===== src/bridge_cfg_pkg.sv =====
// Constants, types and decode helpers for the bridge setpoint and configuration block
`default_nettype none
package bridge_cfg_pkg;

  // Clock and switching-timing limits
  localparam int CLK_MHZ = 100;
  localparam int MIN_ON_NS = 50;
  localparam int MIN_OFF_NS = 50;
  // Least times round up to whole clock cycles
  localparam int MIN_ON_CYC = (MIN_ON_NS * CLK_MHZ + 999) / 1000;
  localparam int MIN_OFF_CYC = (MIN_OFF_NS * CLK_MHZ + 999) / 1000;

  // Setpoint code window and clamp steps
  localparam int SIGN_BIT = 25;
  localparam int CODE_W = 25;
  localparam logic signed [31:0] CODE_MIN = 32'shFF000000;
  localparam logic signed [31:0] CODE_MAX = 32'sh00FFFFFF;
  localparam logic signed [31:0] CLAMP_HI_BASE = 32'sh000FFFFF;
  localparam int CLAMP_SHIFT = 20;

  // Power cap decode
  localparam logic [3:0] PWR_CODE_2W = 4'h0;
  localparam logic [3:0] PWR_CODE_NOLIM = 4'h5;
  localparam logic [3:0] PWR_CODE_3W = 4'hA;
  localparam logic [3:0] PWR_CODE_3W5 = 4'hF;
  localparam logic [11:0] PWR_MW_2W = 12'h7D0;
  localparam logic [11:0] PWR_MW_3W = 12'hBB8;
  localparam logic [11:0] PWR_MW_3W5 = 12'hDAC;

  // Initial peak current levels in mA, ascending with the selector
  localparam logic [11:0] PEAK_MA [8] = '{12'h0FB, 12'h252, 12'h3A8, 12'h4FE,
                                         12'h654, 12'h7AA, 12'h900, 12'hA56};

  // Duty range limits in percent, indexed by the duty range selector
  localparam logic [6:0] DUTY_MIN_PCT [4] = '{7'h14, 7'h0F, 7'h0A, 7'h0A};
  localparam logic [6:0] DUTY_MAX_PCT [4] = '{7'h50, 7'h55, 7'h5A, 7'h5A};

  typedef enum logic [2:0] {
    SEL_SETPOINT, SEL_PEAK, SEL_PWR_HI, SEL_PWR_LO, SEL_DUTY, SEL_CLAMP_HI, SEL_CLAMP_LO
  } field_sel_e;

  typedef struct packed {
    logic signed [31:0] setpoint;
    logic [2:0] peak;
    logic [3:0] pwr_hi;
    logic [3:0] pwr_lo;
    logic [1:0] duty;
    logic [3:0] clamp_hi;
    logic [3:0] clamp_lo;
  } cfg_s;

  localparam cfg_s CFG_RST = '{setpoint: 32'sh00000000, peak: 3'h0, pwr_hi: 4'h5,
                               pwr_lo: 4'h5, duty: 2'h0, clamp_hi: 4'hF, clamp_lo: 4'h0};

  typedef struct packed {
    logic nolim;
    logic [11:0] mw;
  } pwr_s;

  typedef struct packed {
    logic [6:0] min_pct;
    logic [6:0] max_pct;
  } duty_s;

  function automatic logic signed [31:0] clamp_s(input logic signed [31:0] v,
                                                 input logic signed [31:0] lo,
                                                 input logic signed [31:0] hi);
    clamp_s = (v < lo) ? lo : ((v > hi) ? hi : v);
  endfunction

  // Undocumented codes round down to the nearest documented band
  function automatic pwr_s pwr_decode(input logic [3:0] c);
    pwr_decode.nolim = (c >= PWR_CODE_NOLIM) && (c < PWR_CODE_3W);
    if (c == PWR_CODE_3W5)
      pwr_decode.mw = PWR_MW_3W5;
    else if (c >= PWR_CODE_3W)
      pwr_decode.mw = PWR_MW_3W;
    else if (c < PWR_CODE_NOLIM)
      pwr_decode.mw = PWR_MW_2W;
    else
      pwr_decode.mw = 12'h000;
  endfunction

endpackage
`default_nettype wire


===== src/bridge_setpoint_config_decode.sv =====
// Setpoint and configuration decode for the full-bridge driver
`timescale 1ns/10ps
`default_nettype none

// How it works
// (RULE1) Three-bit peak selector decodes to eight ascending levels, 0.251A up to 2.646A.
// (RULE2) Selected peak current is applied when the switching driver becomes enabled.
// (RULE3) Host picks the peak code nearest its computed optimum.
// (RULE4) Two independent four-bit power caps: 2W, no limit, 3W, 3.5W.
// (RULE5) Setpoint bits 31 to 26 always copy bit 25.
// (RULE6) Setpoint is held within 0xFF000000 through 0x00FFFFFF.
// (RULE7) Zero code gives zero output; otherwise output is linear in the code.
// (RULE8) Host regulates by measuring and rewriting the setpoint.
// (RULE9) Duty selector: 00 is 20-80%, 01 is 15-85%, 10/11 is 10-90%.
// (RULE10) Duty selector never changes the code delivered to the converter.
// (RULE11) On-time under 50ns flags pulse skipping.
// (RULE12) Off-time under 50ns flags pulse skipping.
// (RULE13) Host keeps duty range and setpoint away from extreme operating points.
// (RULE14) Upper and lower four-bit clamps bound the code in sixteenth steps.
// (RULE15) Fields hold their values until rewritten or reset.
module bridge_setpoint_config_decode
  import bridge_cfg_pkg::*;
#(
  parameter int TW = 16
) (
  input wire logic core_clk, // Core clock, 100 MHz
  input wire logic rstn, // Synchronous reset, active low
  input wire logic wr_en, // Field write strobe from the serial port
  input wire field_sel_e wr_sel, // Field addressed by the write
  input wire logic [31:0] wr_data, // Write data, field in the low bits
  input wire field_sel_e rd_sel, // Field selected for readback
  output logic [31:0] rd_data, // Readback of rd_sel, one cycle later
  input wire logic pwm_en, // Switching driver enable level
  input wire logic [TW-1:0] pwm_period, // Switching period in core cycles
  input wire logic [TW-1:0] pwm_ontime, // Requested on-time in core cycles
  output logic [11:0] peak_ma, // Applied initial peak current, mA
  output pwr_s pwr_hi, // High-side linear power cap
  output pwr_s pwr_lo, // Low-side linear power cap
  output duty_s duty_lim, // PWM duty-cycle limits
  output logic signed [CODE_W-1:0] dac_code, // Clamped code to the converter
  output logic skip_on, // Pulse skipping for short on-time
  output logic skip_off // Pulse skipping for short off-time
);

  localparam logic [TW-1:0] ON_CYC = TW'(MIN_ON_CYC);
  localparam logic [TW-1:0] OFF_CYC = TW'(MIN_OFF_CYC);

  typedef struct packed {
    cfg_s cfg;
    logic pwm_en;
    logic [11:0] peak_ma;
    pwr_s pwr_hi;
    pwr_s pwr_lo;
    duty_s duty;
    logic signed [CODE_W-1:0] code;
    logic [31:0] rd_data;
    logic skip_on;
    logic skip_off;
  } state_s;

  state_s state_q;
  state_s state_d;

  function automatic logic signed [31:0] clamp_lo_lim(input logic [3:0] c);
    clamp_lo_lim = CODE_MIN + $signed({8'h00, c, 20'h00000});
  endfunction

  function automatic logic signed [31:0] clamp_hi_lim(input logic [3:0] c);
    clamp_hi_lim = CLAMP_HI_BASE + $signed({8'h00, c, 20'h00000});
  endfunction

  always_comb
  begin
    logic signed [31:0] sx;
    logic signed [31:0] eff;
    sx = '0;
    eff = '0;
    state_d = state_q;
    state_d.pwm_en = pwm_en;
    if (wr_en)
    begin
      unique case (wr_sel)
        SEL_SETPOINT:
        begin
          // Sign-extend from bit 25, then hold inside the converter's signed span
          sx = {{6{wr_data[SIGN_BIT]}}, wr_data[SIGN_BIT:0]}; // RULE5
          state_d.cfg.setpoint = clamp_s(sx, CODE_MIN, CODE_MAX); // RULE6
        end
        SEL_PEAK: state_d.cfg.peak = wr_data[2:0];
        SEL_PWR_HI: state_d.cfg.pwr_hi = wr_data[3:0];
        SEL_PWR_LO: state_d.cfg.pwr_lo = wr_data[3:0];
        SEL_DUTY: state_d.cfg.duty = wr_data[1:0];
        SEL_CLAMP_HI: state_d.cfg.clamp_hi = wr_data[3:0];
        SEL_CLAMP_LO: state_d.cfg.clamp_lo = wr_data[3:0];
        default: state_d.cfg = state_q.cfg; // RULE15
      endcase
    end
    // Peak level is captured only on the enable edge, so later selector writes
    // do not disturb a running converter
    if (pwm_en && !state_q.pwm_en)
      state_d.peak_ma = PEAK_MA[state_q.cfg.peak]; // RULE1 RULE2
    state_d.pwr_hi = pwr_decode(state_q.cfg.pwr_hi); // RULE4
    state_d.pwr_lo = pwr_decode(state_q.cfg.pwr_lo); // RULE4
    state_d.duty.min_pct = DUTY_MIN_PCT[state_q.cfg.duty]; // RULE9
    state_d.duty.max_pct = DUTY_MAX_PCT[state_q.cfg.duty]; // RULE9
    // Code path ignores the duty selector entirely
    eff = clamp_s(state_q.cfg.setpoint, clamp_lo_lim(state_q.cfg.clamp_lo),
                  clamp_hi_lim(state_q.cfg.clamp_hi)); // RULE14 RULE10
    state_d.code = eff[CODE_W-1:0]; // RULE7
    state_d.skip_on = pwm_ontime < ON_CYC; // RULE11
    state_d.skip_off = (pwm_ontime >= pwm_period) || ((pwm_period - pwm_ontime) < OFF_CYC); // RULE12
    unique case (rd_sel)
      SEL_SETPOINT: state_d.rd_data = state_q.cfg.setpoint;
      SEL_PEAK: state_d.rd_data = {29'h0, state_q.cfg.peak};
      SEL_PWR_HI: state_d.rd_data = {28'h0, state_q.cfg.pwr_hi};
      SEL_PWR_LO: state_d.rd_data = {28'h0, state_q.cfg.pwr_lo};
      SEL_DUTY: state_d.rd_data = {30'h0, state_q.cfg.duty};
      SEL_CLAMP_HI: state_d.rd_data = {28'h0, state_q.cfg.clamp_hi};
      SEL_CLAMP_LO: state_d.rd_data = {28'h0, state_q.cfg.clamp_lo};
      default: state_d.rd_data = 32'h0;
    endcase
  end

  always_ff @(posedge core_clk)
  begin
    if (!rstn)
    begin
      state_q <= '0;
      state_q.cfg <= CFG_RST; // RULE15
    end
    else
    begin
      state_q <= state_d;
    end
  end

  assign rd_data = state_q.rd_data;
  assign peak_ma = state_q.peak_ma;
  assign pwr_hi = state_q.pwr_hi;
  assign pwr_lo = state_q.pwr_lo;
  assign duty_lim = state_q.duty;
  assign dac_code = state_q.code;
  assign skip_on = state_q.skip_on;
  assign skip_off = state_q.skip_off;
endmodule // bridge_setpoint_config_decode
`default_nettype wire


===== config.mk =====
export PLATFORM = sky130hd
export DESIGN_NAME = bridge_setpoint_config_decode
export DESIGN_NICKNAME = d
export VERILOG_FILES = /design/src/bridge_cfg_pkg.sv /design/src/bridge_setpoint_config_decode.sv
export SDC_FILE = /design/constraint.sdc
export NUM_CORES = 1
export LEC_CHECK = 0
export ABC_CLOCK_PERIOD_IN_PS = 2200
export BUFFER_PORTS_ARGS = -buffer_cell sky130_fd_sc_hd__clkbuf_2
export CELL_PAD_IN_SITES_DETAIL_PLACEMENT = 0
export CELL_PAD_IN_SITES_GLOBAL_PLACEMENT = 2
export CORE_AREA = 4 4 160 162
export DETAILED_ROUTE_END_ITERATION = 10
export DIE_AREA = 0 0 164 166
export GPL_TIMING_DRIVEN = 0
export HOLD_SLACK_MARGIN = 0.15
export MAX_ROUTING_LAYER = met4
export PLACE_DENSITY = 0.85
export SLEW_MARGIN = 30
export SYNTH_ARGS = -nofsm -noshare
export SYNTH_HDL_FRONTEND = slang
export SYNTH_SLANG_ARGS = --single-unit

===== constraint.sdc =====
create_clock -name core_clk -period 2.2 [get_ports core_clk]
set_input_delay 0.22 -clock core_clk [delete_from_list [all_inputs] [get_ports core_clk]]
set_output_delay 0.22 -clock core_clk [all_outputs]
set_load 0.1 [all_outputs]

==> summary.txt <==
Run status
  • Status: complete, but fails checks
  • Failing checks: setup timing

STA
  • Slew HR: 46.3%
  • Max Clock Skew: 0.0117 ns
  • Setup WS post-layout: -0.0316 ns
  • Worst-margin pin slew: about 0.8 ns
  • Fin crit share: 101%
  • Hold WS: roughly 0.16 ns
  • Tmin final: about 2.2 ns
  • Fin. max-slew vios: 0
  • F_max: 448 MHz
  • Final setup violating endpoints: 22
  • Endpoints failing hold: 0
  • Unrepaired setup endpoints after global routing: yes

Final layout
  • Fill cells: between 2000 and 3000
  • Layout Utilization: 36.7%
  • Finished layout cell area: a little under 0.009 mm2
  • Layout cell share with drive strength beyond 1: a little over a third
  • Final std cells w/o fill: between 1000 and 1500
  • Final nets: 1068
  • Layout Area Growth over Synthesis: 37.7%

Synth
  • EDFF count, synth: 0
  • Post-synthesis average cell area: 8.74 um2
  • Share of synthesized registers carrying an async set or reset: 0%
  • Synth Area in XOR/XNOR: 0.546%
  • Netlist cell types: between 50 and 60
  • Post-synthesis mux area share: 4.95%
  • Yosys reg bits: 130
  • Simple-Gate Fraction of Synth Area: 17.2%
  • Sequential area share after synthesis: 40.6%
  • Gate Count Post-Synth: 734
  • Top FF cell, synth: dfxtp_1
  • Mapped cell area: 0.00641 mm2
  • Complex-gate fraction of the synthesized area: 14.9%
  • Synth warnings: 0
  • Synth Area in Adders: 5.66%
  • Largest family of logic cells by synthesized area: simple AND/OR/NAND/NOR gates

CTS
  • Clock buffer depth: 2
  • CTS tree: done
  • Clock Latency Late Sink: 0.42 ns
  • Total CTS buffers: 17
  • Worst-path clk slew: around 0.060 ns
  • Clk sinks: 130
  • H-tree depth: 4
  • Clock tree root buffer cell: clkbuf_16

Hold path
  • Worst hold path class: input port to register
  • End of the worst hold path: state_q[122]
  • Hold Crit Depth: 3
  • Min-delay src: wr_data[0]

Drt
  • Drt pass-1 iters: 4
  • Post-route ant nets: 0
  • Initial drt markers: 264
  • Vias per std cell: roughly 4.3
  • Vias: 5604
  • DR WL/cell: 14.2 um
  • Final WL: roughly 19 mm
  • # DRC: 0

Pwr
  • Power Density: 757 mW/mm2
  • Worst VDD drop: 0.000346 V
  • Pwr Total: 6.68 mW
  • Leak: 4.15 nW

Setup path
  • Critical Path Max Stage Delay: roughly 0.56 ns
  • Critical path class: register to register
  • Crit path DAT: 2.54 ns
  • CP Capture Type: register
  • Crit path max fanout: 5
  • CP max-delay cell: or4_4
  • CP bufs+invs: 2
  • Crit path launch type: register
  • Flop-to-flop setup slack: -0.03 ns
  • Data required time of the worst path: 2.51 ns
  • Worst reg2reg endpoint: dac_code[3]
  • Reg2Reg Launch Point: state_q[119]
  • CP delay by family, top: simple AND/OR/NAND/NOR gates
  • R2R cell count: 8
  • Critical path cell sequence: inv_2, ha_4, nand4_1, or4_4, o32ai_4, a21oi_4, clkbuf_8, o21a_1

Placement
  • Number of buffers added on ports: between 150 and 200
  • Placed Area: just under 0.008 mm2
  • Gpl congestion: 0.799
  • DP HPWL: 13.7 mm
  • Placed cells: 1233

Global route
  • Total track usage: 14.0%
  • Number of global-route vias before repair: 5563
  • First-pass GRT wire length: 29.2 mm
  • Largest net degree at the start of global routing: 17
  • Initial antenna violation count: 2
  • GRT overflow: 0

Floorplan
  • Die Wd: around 160 um
  • Die area: 0.0272 mm2
  • Die Ht: 166 um
  • I/O Pins: between 150 and 200
  • Initial Utilization: 26.6%
  • Rows: 57
  • Std-Cell Core Area: 0.0241 mm2

Flow run
  • MaxCap Viol Count: 0
-- cell usage after synthesis, drive strengths merged (2+ instances only) --
| master | n | share of area [%] |
|---|---|---|
| or4 | 2 | 0.23 |
| inv | 34 | 2.0 |
| o21a | 21 | 2.5 |
| nand4b | 2 | 0.27 |
| ha | 29 | 5.7 |
| a221oi | 8 | 1.1 |
| nand3b | 5 | 0.59 |
| and3 | 3 | 0.29 |
| nor3 | 12 | 1.0 |
| mux2 | 2 | 0.35 |
| a21o | 7 | 0.82 |
| buf | 112 | 13 |
| o21bai | 2 | 0.23 |
| nor3b | 3 | 0.35 |
| a211oi | 4 | 0.55 |
| clkbuf | 21 | 1.2 |
| nand2 | 54 | 3.2 |
| a221o | 2 | 0.31 |
| mux4 | 2 | 0.70 |
| nand2b | 12 | 1.2 |
| o21ai | 47 | 3.7 |
| a31oi | 4 | 0.39 |
| o31a | 2 | 0.27 |
| or2 | 6 | 0.59 |
| o22ai | 2 | 0.20 |
| mux2i | 25 | 3.9 |
| and2 | 30 | 2.9 |
| nand3 | 9 | 0.70 |
| a21oi | 40 | 3.1 |
| xnor2 | 4 | 0.55 |
| or3 | 3 | 0.29 |
| nor4 | 4 | 0.39 |
| dfxtp | 130 | 41 |
| nand4 | 9 | 0.88 |
| o211ai | 4 | 0.47 |
| nor2b | 6 | 0.59 |
| nor2 | 62 | 3.6 |
-- repair_timing --
action | 4_1_cts | 5_1_grt
hold buffers | 27 | 0
pin swaps | 8 | 5
gates cloned | 3 | 0
endpoints found under the setup margin | 24 | 25
endpoints found under the hold margin | 26 | 0
gates resized for setup | 28 | 9
setup buffers | 6 | 1
-- sequential cells by signal, indices dropped and copies added (netlist names) --
register,count
state_q,48
rd_data,26
dac_code,25
peak_ma,9
pwr_hi,7
pwr_lo,7
duty_lim,6
skip_off,1
skip_on,1
-- cells in the final DEF (no fill, tap or decap), drive strengths merged, types with 3 or more instances in the layout --
cell type	n
dlygate4sd3	27
or3	3
o21a	21
mux2i	25
or2	6
conb	7
xnor2	4
clkbuf	210
a211oi	4
and3	3
nand3b	5
nor3	12
a21o	7
bufinv	4
nor4	4
ha	29
a21oi	41
nor2	62
a31oi	4
inv	38
dfxtp	130
clkinvlp	4
buf	119
o211ai	4
nand4	9
nand2	54
nand3	9
and2	30
nor3b	3
o21ai	47
a221oi	8
nand2b	12
nor2b	6
-- metal layers --
layer | vias up | GRT usage (%) | share of wire [%]
met1 | 2577 | 17.5 | 45
met3 | 14 | 3.70 | 6.1
met5 | - | - | 0
li1 | 2859 | - | -
met4 | 0 | 3.57 | 1.0
met2 | 154 | 22.6 | 48
-- final cells by class --
cell class | instances | area [um2] | area share [%]
plain buffers | 133 | 931 | 10.5
multi-input cells | 444 | 2930 | 33.1
diodes | 2 | 5.00 | 0.0566
clock inverters | 14 | 201 | 2.28
repair buffers | 205 | 1200 | 13.6
clock buffers | 18 | 429 | 4.86
inverters | 34 | 128 | 1.44
well taps | 324 | 405 | 4.59
flip-flops and latches | 130 | 2610 | 29.6
-- worst max-delay path by stage --
stage	start	to	slack, ns	depth (start not counted)
CTS	state_q[117]	dac_code[15]	-0.02	8
global placement	state_q[116]	dac_code[15]	-0.48	8
finish	state_q[119]	dac_code[3]	-0.03	8
floorplan	state_q[116]	dac_code[0]	-0.0007	8
global route	state_q[119]	dac_code[12]	-0.11	8
detailed placement	state_q[116]	dac_code[15]	-0.49	8
-- metrics by stage --
step / setup slack (ns) / TNS (ns)
floorplan: -0.000678 / -0.0136
global placement: -0.485 / -10.44
detailed placement: -0.488 / -10.31
CTS: -0.0234 / -0.196
global route: -0.113 / -2.40
finish: -0.0316 / -0.344
-- worst min-delay path, delay by kind of cell --
kind / cells / cell delay [ns]
AND/OR/NAND/NOR: 1 / 0.06
buffers and inverters: 1 / 0.18
multiplexers: 1 / 0.09
-- power breakdown --
group / switching, mW / internal [mW]
combinational: 0.809 / 0.372
sequential: 0.0480 / 2.42
clock: 1.12 / 1.91
total: 1.98 / 4.70
-- kinds of logic (layout without fill, tap and decap cells) --
| family | Yosys count | in the layout |
|---|---|---|
| AO/OA/AOI/OAI | 151 | 152 |
| other | 1 | 9 |
| flip-flops | 130 | 130 |
| buffers and inverters | 167 | 404 |
| adder cells (fa/ha/maj) | 29 | 29 |
| XOR/XNOR | 4 | 4 |
| multiplexers | 29 | 29 |
| AND/OR/NAND/NOR | 223 | 223 |
Note: power is estimated with default switching activity, not from simulation.
